**config.mk**
```make
export PLATFORM = sky130hd
export DESIGN_NAME = pcis_top
export DESIGN_NICKNAME = d
export VERILOG_FILES = /design/src/core/pcis_pkg.sv /design/src/core/pcis_par_chk.sv /design/src/core/pcis_par_gen.sv /design/src/core/pcis_top.sv
export SDC_FILE = /design/constraint.sdc
export NUM_CORES = 1
export LEC_CHECK = 0
export ABC_CLOCK_PERIOD_IN_PS = 3500
export BUFFER_PORTS_ARGS = -buffer_cell sky130_fd_sc_hd__buf_2
export CAP_MARGIN = 10
export CORE_UTILIZATION = 40
export CTS_CLUSTER_DIAMETER = 80
export DETAILED_ROUTE_END_ITERATION = 8
export PLACE_DENSITY = 0.69
export SYNTH_ARGS = -nofsm -noshare
export SYNTH_HDL_FRONTEND = slang
export SYNTH_SLANG_ARGS = --single-unit
```
**constraint.sdc**
```tcl
create_clock -name clk_i -period 3.5 [get_ports clk_i]
set_input_delay 0.7 -clock clk_i [delete_from_list [all_inputs] [get_ports clk_i]]
set_output_delay 0.7 -clock clk_i [all_outputs]
set_load 0.01 [all_outputs]
```
**src/core/pcis_pkg.sv**
```systemverilog
// shared constants and types for the parity and clock select block
package pcis_pkg;

	localparam int NUM_CH = 4;

	// three-level select encodings
	typedef enum logic [1:0] {
		LVL_LOW  = 2'h0,
		LVL_MID  = 2'h1,
		LVL_HIGH = 2'h2
	} pcis_level_t;

	// register byte offsets
	localparam logic [7:0] OFS_CTRL   = 8'h00;
	localparam logic [7:0] OFS_STATUS = 8'h04;
	localparam logic [7:0] OFS_MASK   = 8'h08;
	localparam logic [7:0] OFS_RATE   = 8'h0c;

	// control register field positions
	localparam int CTRL_PAR_LSB = 0;
	localparam int CTRL_RATE_LSB = 2;
	localparam int CTRL_TXCK_BIT = 4;
	localparam int CTRL_RXCK_BIT = 5;
	localparam int CTRL_INSEL_LSB = 8;

	// reset values
	localparam logic [31:0] CTRL_RST = 32'h0000_0f00;
	localparam logic [3:0] MASK_RST = 4'h0;

	// rate ranges in megabaud, reported back on the rate register
	localparam logic [15:0] RATE_LOW_MIN = 16'd200;
	localparam logic [15:0] RATE_LOW_MAX = 16'd400;
	localparam logic [15:0] RATE_MID_MAX = 16'd800;
	localparam logic [15:0] RATE_HIGH_MAX = 16'd1500;

	localparam logic [1:0] RESP_OKAY = 2'h0;
	localparam logic [1:0] RESP_SLVERR = 2'h2;

	// transmit character as offered by the host
	typedef struct packed {
		logic [7:0] bits;
		logic [1:0] ctype;
		logic par;
	} pcis_tx_char_t;

	// receive character as offered to the host
	typedef struct packed {
		logic [7:0] bits;
		logic [2:0] status;
	} pcis_rx_char_t;

endpackage

```
**src/core/pcis_par_chk.sv**
```systemverilog
// odd parity check on one transmit character
`timescale 1ns/1ps
module pcis_par_chk (
	// selection
	input wire pcis_pkg::pcis_level_t par_ctl_i,
	input wire logic enc_on_i,
	// character
	input wire pcis_pkg::pcis_tx_char_t ch_i,
	// result
	output logic err_o
);
	wire full_w = (par_ctl_i == pcis_pkg::LVL_HIGH) || !enc_on_i;
	wire data_only_w = (par_ctl_i == pcis_pkg::LVL_MID) && enc_on_i;
	wire p_full_w = ^{ch_i.bits, ch_i.ctype, ch_i.par};
	wire p_data_w = ^{ch_i.bits, ch_i.par};
	wire checking_w = par_ctl_i != pcis_pkg::LVL_LOW;

	// an odd-parity group xors to one, so zero is an error
	assign err_o = checking_w &&
		((full_w && !p_full_w) || (data_only_w && !p_data_w));
endmodule

```
**src/core/pcis_par_gen.sv**
```systemverilog
// odd parity generation for one receive character
`timescale 1ns/1ps
module pcis_par_gen (
	// selection
	input wire pcis_pkg::pcis_level_t par_ctl_i,
	input wire logic dec_on_i,
	// character
	input wire pcis_pkg::pcis_rx_char_t ch_i,
	// result
	output logic par_o,
	output logic oe_o
);
	wire full_w = (par_ctl_i == pcis_pkg::LVL_HIGH) || !dec_on_i;
	assign par_o = full_w ? ~^{ch_i.bits, ch_i.status} : ~^ch_i.bits;
	assign oe_o = par_ctl_i != pcis_pkg::LVL_LOW;
endmodule

```
**src/core/pcis_top.sv**
```systemverilog
// parity check/generate, clock and serial input selection with axi4-lite
// How it works
// at high parity control with the encoder on, tx data, type and parity bits are checked for odd parity.
// at high parity control the rx parity output is odd parity over rx data and the three status bits.
// with encoder and decoder bypassed and parity on, the same full checks and generation still apply.
// the rate range select sets both pll ranges 200-400, 400-800 or 800-1500 megabaud and is held static.
// with tx interface clock select low, tx characters are registered on the reference clock.
// with rx interface clock select low, rx characters leave from the reference clock domain.
// each channel passes its primary serial input when its select is high, otherwise the secondary.
// at low parity control nothing is checked and every rx parity output is released.
// at mid parity control with coding on, only the data bits take part in check and generation.
// a failed tx parity check marks the character erroneous, visible to the host per channel.
`timescale 1ns/1ps
module pcis_top (
	// clock and reset
	input wire logic clk_i,
	input wire logic rst_n_i,
	// axi4-lite write address
	input wire logic [7:0] s_awaddr_i,
	input wire logic s_awvalid_i,
	output logic s_awready_o,
	// axi4-lite write data
	input wire logic [31:0] s_wdata_i,
	input wire logic [3:0] s_wstrb_i,
	input wire logic s_wvalid_i,
	output logic s_wready_o,
	// axi4-lite write response
	output logic [1:0] s_bresp_o,
	output logic s_bvalid_o,
	input wire logic s_bready_i,
	// axi4-lite read address
	input wire logic [7:0] s_araddr_i,
	input wire logic s_arvalid_i,
	output logic s_arready_o,
	// axi4-lite read data
	output logic [31:0] s_rdata_o,
	output logic [1:0] s_rresp_o,
	output logic s_rvalid_o,
	input wire logic s_rready_i,
	// interface clock enables
	input wire logic tx_iface_clk_en_i,
	input wire logic rx_iface_clk_en_i,
	// mode selects for encoder and decoder, bit 1 low means bypass
	input wire logic [1:0] tx_mode_select_i,
	input wire logic [1:0] rx_mode_select_i,
	// transmit characters from host, one per channel
	input wire pcis_pkg::pcis_tx_char_t [3:0] tx_char_i,
	// receive characters from the decoder, one per channel
	input wire pcis_pkg::pcis_rx_char_t [3:0] rx_char_i,
	// serial front ends
	input wire logic [3:0] primary_serial_in_i,
	input wire logic [3:0] secondary_serial_in_i,
	output logic [3:0] cdr_serial_o,
	// registered transmit characters toward the encoder
	output pcis_pkg::pcis_tx_char_t [3:0] tx_char_o,
	output logic [3:0] tx_char_err_o,
	// receive characters to host
	output logic [3:0][7:0] rx_char_bits_o,
	output logic [3:0][2:0] rx_status_bits_o,
	output logic [3:0] rx_parity_bit_o,
	output logic [3:0] rx_parity_oe_o,
	// pll range and interrupt
	output pcis_pkg::pcis_level_t rate_range_select_o,
	output logic irq_o
);
	logic [31:0] ctrl_r;
	logic [3:0] status_r;
	logic [3:0] mask_r;
	logic aw_got_r, w_got_r;
	logic [7:0] awaddr_r;
	logic [31:0] wdata_r;
	logic [3:0] wstrb_r;
	logic bvalid_r;
	logic [1:0] bresp_r;
	logic rvalid_r;
	logic [31:0] rdata_r;
	logic [1:0] rresp_r;
	pcis_pkg::pcis_tx_char_t [3:0] tx_q_r;
	logic [3:0] tx_err_r;
	logic [3:0][7:0] rxb_r;
	logic [3:0][2:0] rxs_r;
	logic [3:0] rxp_r;
	logic [3:0] rxoe_r;

	// control fields
	wire [1:0] par_raw_w = ctrl_r[pcis_pkg::CTRL_PAR_LSB +: 2];
	wire [1:0] rate_raw_w = ctrl_r[pcis_pkg::CTRL_RATE_LSB +: 2];
	wire pcis_pkg::pcis_level_t par_ctl_w = (par_raw_w == 2'h3) ?
		pcis_pkg::LVL_HIGH : pcis_pkg::pcis_level_t'(par_raw_w);
	wire pcis_pkg::pcis_level_t rate_w = (rate_raw_w == 2'h3) ?
		pcis_pkg::LVL_HIGH : pcis_pkg::pcis_level_t'(rate_raw_w);
	wire tx_ck_sel_w = ctrl_r[pcis_pkg::CTRL_TXCK_BIT];
	wire rx_ck_sel_w = ctrl_r[pcis_pkg::CTRL_RXCK_BIT];
	wire [3:0] insel_w = ctrl_r[pcis_pkg::CTRL_INSEL_LSB +: 4];
	wire enc_on_w = tx_mode_select_i[1];
	wire dec_on_w = rx_mode_select_i[1];

	// reference clock is clk_i itself, so low select means every cycle
	wire tx_take_w = !tx_ck_sel_w || tx_iface_clk_en_i;
	wire rx_take_w = !rx_ck_sel_w || rx_iface_clk_en_i;

	assign cdr_serial_o = (insel_w & primary_serial_in_i) |
		(~insel_w & secondary_serial_in_i);
	assign rate_range_select_o = rate_w;

	// per-channel parity blocks
	logic [3:0] chk_err_w;
	logic [3:0] gen_par_w;
	logic [3:0] gen_oe_w;
	genvar g;
	generate
		for (g = 0; g < pcis_pkg::NUM_CH; g++) begin : g_ch
			pcis_par_chk u_chk (
				.par_ctl_i(par_ctl_w),
				.enc_on_i(enc_on_w),
				.ch_i(tx_char_i[g]),
				.err_o(chk_err_w[g])
			);
			pcis_par_gen u_gen (
				.par_ctl_i(par_ctl_w),
				.dec_on_i(dec_on_w),
				.ch_i(rx_char_i[g]),
				.par_o(gen_par_w[g]),
				.oe_o(gen_oe_w[g])
			);
		end
	endgenerate

	// datapath registers
	always_ff @(posedge clk_i or negedge rst_n_i) begin
		if (!rst_n_i) begin
			tx_q_r <= '0;
			tx_err_r <= 4'h0;
		end else if (tx_take_w) begin
			tx_q_r <= tx_char_i;
			tx_err_r <= chk_err_w;
		end
	end

	always_ff @(posedge clk_i or negedge rst_n_i) begin
		if (!rst_n_i) begin
			rxb_r <= '0;
			rxs_r <= '0;
			rxp_r <= 4'h0;
			rxoe_r <= 4'h0;
		end else if (rx_take_w) begin
			for (int i = 0; i < pcis_pkg::NUM_CH; i++) begin
				rxb_r[i] <= rx_char_i[i].bits;
				rxs_r[i] <= rx_char_i[i].status;
			end
			rxp_r <= gen_par_w;
			rxoe_r <= gen_oe_w;
		end
	end

	assign tx_char_o = tx_q_r;
	assign tx_char_err_o = tx_err_r;
	assign rx_char_bits_o = rxb_r;
	assign rx_status_bits_o = rxs_r;
	assign rx_parity_bit_o = rxp_r;
	assign rx_parity_oe_o = rxoe_r;

	// axi4-lite write side
	wire wr_go_w = aw_got_r && w_got_r && !bvalid_r;
	wire wr_ctrl_w = wr_go_w && awaddr_r == pcis_pkg::OFS_CTRL;
	wire wr_stat_w = wr_go_w && awaddr_r == pcis_pkg::OFS_STATUS;
	wire wr_mask_w = wr_go_w && awaddr_r == pcis_pkg::OFS_MASK;
	wire wr_ok_w = wr_ctrl_w || wr_stat_w || wr_mask_w;
	wire [31:0] bmask_w = {{8{wstrb_r[3]}}, {8{wstrb_r[2]}},
		{8{wstrb_r[1]}}, {8{wstrb_r[0]}}};
	wire [3:0] w1c_w = (wr_stat_w && wstrb_r[0]) ? wdata_r[3:0] : 4'h0;
	// a new error in the clearing cycle stays set
	wire [3:0] tx_err_ev_w = tx_take_w ? chk_err_w : 4'h0;
	wire [3:0] status_nxt = (status_r & ~w1c_w) | tx_err_ev_w;

	assign s_awready_o = !aw_got_r;
	assign s_wready_o = !w_got_r;
	assign s_bvalid_o = bvalid_r;
	assign s_bresp_o = bresp_r;

	always_ff @(posedge clk_i or negedge rst_n_i) begin
		if (!rst_n_i) begin
			aw_got_r <= 1'b0;
			w_got_r <= 1'b0;
			awaddr_r <= 8'h00;
			wdata_r <= 32'h0000_0000;
			wstrb_r <= 4'h0;
		end else begin
			if (s_awvalid_i && !aw_got_r) begin
				aw_got_r <= 1'b1;
				awaddr_r <= s_awaddr_i;
			end else if (wr_go_w) begin
				aw_got_r <= 1'b0;
			end
			if (s_wvalid_i && !w_got_r) begin
				w_got_r <= 1'b1;
				wdata_r <= s_wdata_i;
				wstrb_r <= s_wstrb_i;
			end else if (wr_go_w) begin
				w_got_r <= 1'b0;
			end
		end
	end

	always_ff @(posedge clk_i or negedge rst_n_i) begin
		if (!rst_n_i) begin
			bvalid_r <= 1'b0;
			bresp_r <= pcis_pkg::RESP_OKAY;
		end else if (wr_go_w) begin
			bvalid_r <= 1'b1;
			bresp_r <= wr_ok_w ? pcis_pkg::RESP_OKAY : pcis_pkg::RESP_SLVERR;
		end else if (s_bready_i) begin
			bvalid_r <= 1'b0;
		end
	end

	always_ff @(posedge clk_i or negedge rst_n_i) begin
		if (!rst_n_i) begin
			ctrl_r <= pcis_pkg::CTRL_RST;
			mask_r <= pcis_pkg::MASK_RST;
			status_r <= 4'h0;
		end else begin
			if (wr_ctrl_w)
				ctrl_r <= (ctrl_r & ~bmask_w) | (wdata_r & bmask_w);
			if (wr_mask_w && wstrb_r[0])
				mask_r <= wdata_r[3:0];
			status_r <= status_nxt;
		end
	end

	assign irq_o = |(status_r & mask_r);

	// axi4-lite read side
	wire [31:0] rate_info_w = (rate_w == pcis_pkg::LVL_LOW) ?
		{pcis_pkg::RATE_LOW_MAX, pcis_pkg::RATE_LOW_MIN} :
		(rate_w == pcis_pkg::LVL_MID) ?
		{pcis_pkg::RATE_MID_MAX, pcis_pkg::RATE_LOW_MAX} :
		{pcis_pkg::RATE_HIGH_MAX, pcis_pkg::RATE_MID_MAX};
	wire rd_ctrl_w = s_araddr_i == pcis_pkg::OFS_CTRL;
	wire rd_stat_w = s_araddr_i == pcis_pkg::OFS_STATUS;
	wire rd_mask_w = s_araddr_i == pcis_pkg::OFS_MASK;
	wire rd_rate_w = s_araddr_i == pcis_pkg::OFS_RATE;
	wire rd_ok_w = rd_ctrl_w || rd_stat_w || rd_mask_w || rd_rate_w;
	wire [31:0] rd_val_w = rd_ctrl_w ? (ctrl_r & 32'h0000_0f3f) :
		rd_stat_w ? {28'h0, status_r} :
		rd_mask_w ? {28'h0, mask_r} :
		rd_rate_w ? rate_info_w : 32'h0000_0000;

	assign s_arready_o = !rvalid_r;
	assign s_rvalid_o = rvalid_r;
	assign s_rdata_o = rdata_r;
	assign s_rresp_o = rresp_r;

	always_ff @(posedge clk_i or negedge rst_n_i) begin
		if (!rst_n_i) begin
			rvalid_r <= 1'b0;
			rdata_r <= 32'h0000_0000;
			rresp_r <= pcis_pkg::RESP_OKAY;
		end else if (s_arvalid_i && !rvalid_r) begin
			rvalid_r <= 1'b1;
			rdata_r <= rd_val_w;
			rresp_r <= rd_ok_w ? pcis_pkg::RESP_OKAY : pcis_pkg::RESP_SLVERR;
		end else if (s_rready_i) begin
			rvalid_r <= 1'b0;
		end
	end

endmodule

```
==> impl_summary.txt, run 1 <==
----------------------------------------------------
[Status]
  Status ... completed

[Final layout]
  Fraction of final layout cells sized beyond drive strength 1 ... 0.4406
  Layout Area Growth over Synthesis ... 29.77%
  Number of fill cells in the layout ... 1557
  Area of combinational cells with multiple inputs ... about 3000 um2
  Post-layout net count ... around 1000
  Sequential standard cell area ... 3934 um2
  Most frequent cells in the layout ... sky130_fd_sc_hd__buf_2 (268), sky130_fd_sc_hd__nand2_1 (161), sky130_fd_sc_hd__dfrtp_1 (153)
  Most frequent standard cell in the layout excluding fill and tap cells ... sky130_fd_sc_hd__buf_2
  Non-filler cells in the finished layout ... 1127

[Synthesis]
  Mux cell area share after synthesis ... 0.1373
  Number of warnings issued by yosys ... 0
  Adder-Cell Fraction of Synth Area ... 0
  Synth Flop Type ... sky130_fd_sc_hd__dfrtp_1
  Netlist cell types ... 38
  Synth Register Bits ... roughly 160
  Parity-gate share of the synthesized area counting xor and xnor cells ... 0.1007
  Portion of the post-synthesis area used by sequential elements ... 0.5535
  Synthesized netlist cell count ... 628
  Complex-gate fraction of the synthesized area ... 0.03856
  Cell area after synthesis ... 7107 um2
  Simple-gate share of the synthesized area ... 0.1287
  Number of enable flip-flop cells after synthesis ... 0
  Avg Cell Area, Syn ... 11.32 um2
  FFs w/ async S/R, synth ... 1.000
  Dominant combinational cell family by area after synthesis ... multiplexers

[Critical path]
  Slowest library cell on the worst path ... sky130_fd_sc_hd__dfstp_2
  Arrival time of the worst setup path ... 1.43 ns
  Critical Path Max Stage Delay ... 0.56 ns
  Required time worst endpoint ... 2.80 ns
  Worst reg2reg setup slack ... 1.60 ns
  Cell family contributing the most delay on the critical path ... flip-flops
  Crit path capture type ... output port
  Series of cell instances along the critical path ... mux2_2 > buf_2
  Maximum net fanout on the critical path ... 3
  Startpoint of the most critical register-to-register path ... awaddr_r[5]
  Critical setup path kind ... flip-flop to output port
  Number of buffer and inverter instances along the worst setup path ... 1
  Worst reg2reg endpoint ... mask_r[2]
  Number of cell instances on the worst register-to-register path ... 5
  Critical Path Source Type ... flip-flop

[Die]
  Boundary Pins ... 309
  Area of the die ... about 18000 um2
  Starting Density ... 0.4109
  Die H ... approximately 140 um
  Placeable core region ... 17300 um2
  Std cell rows ... 48
  Die Width ... between 100 and 150 um

[GRT]
  Largest net degree at the start of global routing ... 77
  Number of global-route vias before repair ... 5285
  Initial antenna violation count ... 1
  GRT Residual Overflow ... 0
  Total global-route track usage ... 0.1904
  Global-route wire length before repair ... 26.67 mm

[STA]
  Max-slew violation count ... 0
  Transition time at the pin with the least slew margin ... a little over 1 ns
  Slew HR ... 0.3085
  Final Setup Violations ... 0
  Final Cycle Share ... 0.6088
  Time the worst path needs with I/O delays and setup ... 2.131 ns
  Unrepaired setup endpoints after global routing ... no
  Peak Freq ... roughly 0.47 GHz
  Final Hold Viols ... 0
  Total negative slack ... 0 ns
  Setup clock skew after layout ... ~0.0067 ns

[Clock tree]
  Number of buffers added for setup after CTS ... 0
  Worst-path clk slew ... 0.06 ns
  Latest clock arrival within the worst-skew pair ... 0.41 ns
  Number of buffers added by the clock tree synthesis step ... 17
  CTS Root Buffer Type ... sky130_fd_sc_hd__clkbuf_16
  TritonCTS clock tree ... yes
  Number of hold buffers added after cts ... 0
  Buffer levels on the longest clock path ... 2
  H-tree depth ... 4
  Quantity of gates resized following cts ... 0
  CTS Sinks ... 157

[Pwr]
  Leakage power total ... 0.004677 uW
  Power per Cell Area ... 589.3 nW/um2
  Peak supply drop ... 335.9 uV

[Route]
  Wire length reported by the detailed router ... 16.61 mm
  DRC Markers ... 0
  Vias ... 5307
  DR iter-0 viols ... around 160
  Number of vias per cell ... roughly 4.7
  Number of optimization iterations in the first detailed-route pass ... 6
  DRT antenna net count ... 0
  Average routed wire per standard cell ... about 15 um

[Placed design]
  Detailed-placement wirelength estimate ... 12.46 mm
  Port-buffer cells ... 269
  Total instance count after detailed placement ... 1094
  Routability-driven placement congestion ratio ... about 0.77

[Flow run]
  Maximum Capacitance Violations ... 0

[Worst hold path]
  Class of the tightest hold or removal check ... input pin to asynchronous set/reset pin

----------------------------------------------------
worst max-delay path by stage:
stage	from	end	slack [ns]	cells past startpoint
after floorplan	tx_char_i[26]	tx_char_err_o[2]	1.67	5
after global placement	tx_char_i[37]	status_r[3]	1.21	6
after detailed placement	tx_char_i[37]	tx_char_err_o[3]	1.21	6
after CTS	flip-flop	cdr_serial_o[2]	1.34	2
after global routing	flip-flop	cdr_serial_o[2]	1.31	2
final	flip-flop	cdr_serial_o[2]	1.37	2
area by class of cell:
class                           count  area share
Clock buffer                       18     0.04653
Clock inverter                     14     0.01994
Timing Repair Buffer              274      0.1534
Antenna cell                        1   0.0002713
Tap cell                          225     0.03053
Multi-Input combinational cell    430      0.3195
Sequential cell                   157      0.4265
Inverter                            8    0.003256
per-layer routing:
| layer | global-route usage | part of all wire |
|---|---|---|
| met1 | 0.2262 | 0.41 |
| met2 | 0.3242 | 0.50 |
| met3 | 0.07220 | 0.085 |
| met4 | 0.04557 | 0.0073 |
| met5 | 0 | 0.00078 |
synth_stat cells, drive strengths merged (4+ instances only):
cell,count,area [um2]
buf,28,195.2
dfrtp,153,3829
xnor3,5,112.6
a21oi,11,55.05
nand3,8,40.04
o21ai,7,35.03
inv,8,30.03
xnor2,61,541.8
nor2b,10,62.56
a22oi,5,37.54
nand2,161,604.3
xor2,7,61.31
dfstp,4,105.1
a21o,8,60.06
nor2,18,67.56
nand3b,4,33.78
nand2b,5,31.28
clkbuf,17,63.81
mux2,82,923.4
logic make-up after synthesis:
kind of cell,after synthesis
DFF,157
xor gates and xnor gates,73
other,1
AOI/OAI and AO/OA,41
and+or+nand+nor,217
muxes,86
buffers and inverters,53
registers in the layout (all words and copies together) (netlist names), 2 cells and up, named ones only:
name	cells
tx_char_o	44
rx_char_bits_o	32
s_rdata_o	16
rx_status_bits_o	12
wdata_r	10
awaddr_r	8
mask_r	4
rx_parity_bit_o	4
status_r	4
tx_char_err_o	4
wstrb_r	2
stage by stage:
stage               hold slack (ns)    util  setup WS (ns)  cell area [um2]  total power (uW)
floorplan                    0.4044       -          1.675             7152              3103
global placement             0.4468  0.4976          1.207             8607              3535
detailed placement           0.4503  0.4976          1.214             8607              3573
CTS                          0.3330  0.5331          1.343             9220              5515
global route                 0.3487  0.5331          1.314             9220              5748
finish                       0.3039  0.5332          1.369             9223              5435
report_power, final:
part           internal, uW  switching, uW
registers              2140            210
logic                   601            574
clock network          1140            776
Note: power is estimated with default switching activity, not from simulation.
==> run 2: changes to the inputs <==
--- a/config.mk
+++ b/config.mk
@@ -5,7 +5,7 @@
 export SDC_FILE = /design/constraint.sdc
 export NUM_CORES = 1
 export LEC_CHECK = 0
-export ABC_CLOCK_PERIOD_IN_PS = 3500
+export ABC_CLOCK_PERIOD_IN_PS = 2140
 export BUFFER_PORTS_ARGS = -buffer_cell sky130_fd_sc_hd__buf_2
 export CAP_MARGIN = 10
 export CORE_UTILIZATION = 40
==> constraint.sdc (replaced) <==
create_clock -name clk_i -period 2.14 [get_ports clk_i]
set_input_delay 0.428 -clock clk_i [delete_from_list [all_inputs] [get_ports clk_i]]
set_output_delay 0.428 -clock clk_i [all_outputs]
set_load 0.01 [all_outputs]
==> run 2 against run 1 <==
Non-clock buffer count up 8. Via count up 1.1%. Total power up 63%. Critical path depth up 3. Critical endpoint is now mask_r[2]. Largest cell class unchanged. Highest routed layer unchanged. Final cell count up 0.71%.
==> impl_summary.txt, run 2 (synthesis results as in run 1) <==
----------------------------------------------------
[Status]
  Status ... completed

[Critical path]
  Cell family contributing the most delay on the critical path ... simple AND/OR/NAND/NOR gates
  Worst reg2reg setup slack ... 0.24 ns
  Critical Path Source Type ... flip-flop
  Worst reg2reg endpoint ... mask_r[2]
  Critical setup path kind ... flip-flop to flip-flop
  Arrival time of the worst setup path ... around 2.2 ns
  Maximum net fanout on the critical path ... 4
  Required time worst endpoint ... 2.42 ns
  Number of cell instances on the worst register-to-register path ... 5
  Critical Path Max Stage Delay ... 0.39 ns
  Crit path capture type ... flip-flop
  Total stage count of the critical path ... 5
  Startpoint of the most critical register-to-register path ... awaddr_r[4]
  Series of cell instances along the critical path ... nor4_1 > nand2_1 > nor3_2 > and3_1 > mux2_1
  Slowest library cell on the worst path ... sky130_fd_sc_hd__dfrtp_1
  Number of buffer and inverter instances along the worst setup path ... 0

[GRT]
  Global-route wire length before repair ... 25.88 mm
  Largest net degree at the start of global routing ... 56
  Initial antenna violation count ... 1
  GRT Residual Overflow ... 0
  Number of global-route vias before repair ... 5130
  Total global-route track usage ... 0.1833

[Placed design]
  Routability-driven placement congestion ratio ... about 0.77
  Placed Instance Area ... 8672 um2
  Detailed-placement wirelength estimate ... 12.59 mm
  Port-buffer cells ... 269
  DP Worst Slack ... 0.2300 ns

[Final layout]
  Flip-flop count of the largest register, all copies and words added ... 44
  Most frequent cells in the layout ... sky130_fd_sc_hd__buf_2 (268), sky130_fd_sc_hd__nand2_1 (161), sky130_fd_sc_hd__dfrtp_1 (153)
  Layout Area Growth over Synthesis ... 30.65%
  Layout Cell Area excl Fill ... 9285 um2
  Area of combinational cells with multiple inputs ... 2947 um2
  Sequential standard cell area ... 3934 um2
  Fraction of final layout cells sized beyond drive strength 1 ... 0.4444
  Post-layout net count ... about 1100
  Number of fill cells in the layout ... 1541
  Most frequent standard cell in the layout excluding fill and tap cells ... sky130_fd_sc_hd__buf_2

[Pwr]
  Sequential group share of total power ... 0.434
  Final Power ... 8858 uW
  Part of the total power dissipated in the clock network ... 0.344
  Power per Cell Area ... 954.0 nW/um2
  Part of the power in combinational logic ... 0.222
  Switching power total ... 2525 uW
  Share of total power consumed by net switching ... 0.2851
  Peak supply drop ... 518.0 uV
  Leakage power total ... 0.004715 uW
  Cell-internal power ... around 6300 uW

[STA]
  Final Setup Violations ... 0
  Transition time at the pin with the least slew margin ... 0.5491 ns
  Final Hold Viols ... 0
  Max-slew violation count ... 0
  Total negative slack ... 0 ns
  Final Cycle Share ... 0.8899
  Slew HR ... 0.6339
  Unrepaired setup endpoints after global routing ... no
  Setup clock skew after layout ... 0.008328 ns
  Setup ws final ... 0.2357 ns
  Time the worst path needs with I/O delays and setup ... between 1.5 and 2 ns
  Worst hold margin ... 0.2043 ns
  Peak Freq ... around 0.53 GHz

[Clock tree]
  H-tree depth ... 4
  Worst-path clk slew ... 0.07 ns
  Number of buffers added by the clock tree synthesis step ... 17
  TritonCTS clock tree ... yes
  Latest clock arrival within the worst-skew pair ... 0.41 ns
  CTS Sinks ... 157
  Buffer levels on the longest clock path ... 2
  CTS Root Buffer Type ... sky130_fd_sc_hd__clkbuf_16

[Route]
  Number of vias per cell ... 4.726
  DR iter-0 viols ... approximately 220
  DRT antenna net count ... 0
  DRC Markers ... 0
  Number of optimization iterations in the first detailed-route pass ... 4
  Vias ... 5364
  Average routed wire per standard cell ... ~15 um
  Wire length reported by the detailed router ... between 15 and 20 mm

[Die]
  Starting Density ... 0.4109
  Die H ... 135.3 um
  Die Width ... 135.3 um
  Area of the die ... 18300 um2
  Boundary Pins ... 309
  Placeable core region ... 17300 um2
  Std cell rows ... 48

[Flow run]
  Maximum Capacitance Violations ... 0

[Worst hold path]
  Worst Hold Path Cells ... 2
  Hold Crit Endpoint ... s_rvalid_o
  Class of the tightest hold or removal check ... input pin to flip-flop
  Startpoint of the most critical hold path ... s_rready_i

----------------------------------------------------
[run 2: cell count changes in the layout (fill, tap and decap cells not counted)]
cell	before	now
sky130_fd_sc_hd__bufinv_16	3	2
sky130_fd_sc_hd__dlygate4sd3_1	0	1
sky130_fd_sc_hd__clkinv_2	0	1
sky130_fd_sc_hd__inv_8	1	0
sky130_fd_sc_hd__clkinv_4	2	0
sky130_fd_sc_hd__buf_12	2	3
sky130_fd_sc_hd__buf_4	3	9
sky130_fd_sc_hd__clkbuf_8	0	3
[run 2: through the flow]
stage | utilization | std cells
2_1_floorplan | - | 640
3_3_place_gp | 0.5014 | 1101
3_5_place_dp | 0.5014 | 1101
4_1_cts | 0.5367 | 1134
5_1_grt | 0.5367 | 1134
6_report | 0.5368 | 1135
[run 2: worst max path at each step]
stage	startpoint	endpoint	slack [ns]
2_1_floorplan	awaddr_r[5]	mask_r[0]	0.48
3_3_place_gp	tx_char_i[37]	tx_char_err_o[3]	0.21
3_5_place_dp	tx_char_i[37]	status_r[3]	0.23
4_1_cts	awaddr_r[4]	mask_r[2]	0.21
5_1_grt	awaddr_r[5]	mask_r[2]	0.12
6_report	awaddr_r[4]	mask_r[2]	0.24
[run 2: cell type report]
cell class	count	share of cell area
Antenna cell	1	0.0002695
Multi-Input combinational cell	430	0.3173
Clock buffer	21	0.05067
Tap cell	225	0.03032
Clock inverter	11	0.01401
Inverter	8	0.003234
Sequential cell	157	0.4237
Timing Repair Buffer	282	0.1605
[run 2: metal layers]
metal | vias to the layer above | wire, um | GRT usage
li1 | 2571 | - | -
met3 | 13 | 1321 | 0.06248
met5 | - | 9 | 0
met4 | 2 | 173 | 0.04931
met1 | 2582 | 6907 | 0.2201
met2 | 196 | 8124 | 0.3123
[run 2: repair_timing]
| action | CTS | global route |
|---|---|---|
| gates resized for setup | 0 | 0 |
| hold buffers | 1 | 0 |
| setup buffers | 0 | 0 |
| setup endpoints to repair | 0 | 0 |
| hold endpoints to repair | 26 | 0 |
[run 2: power by group through the flow]
| stage | clock network [uW] | registers (uW) | logic, uW |
|---|---|---|---|
| detailed placement | 0 | 3890 | 2000 |
| finish | 3050 | 3850 | 1960 |
| floorplan | 0 | 3920 | 1150 |
| global route | 3250 | 3920 | 2160 |
| global placement | 0 | 3870 | 1950 |
| CTS | 3120 | 3850 | 2000 |
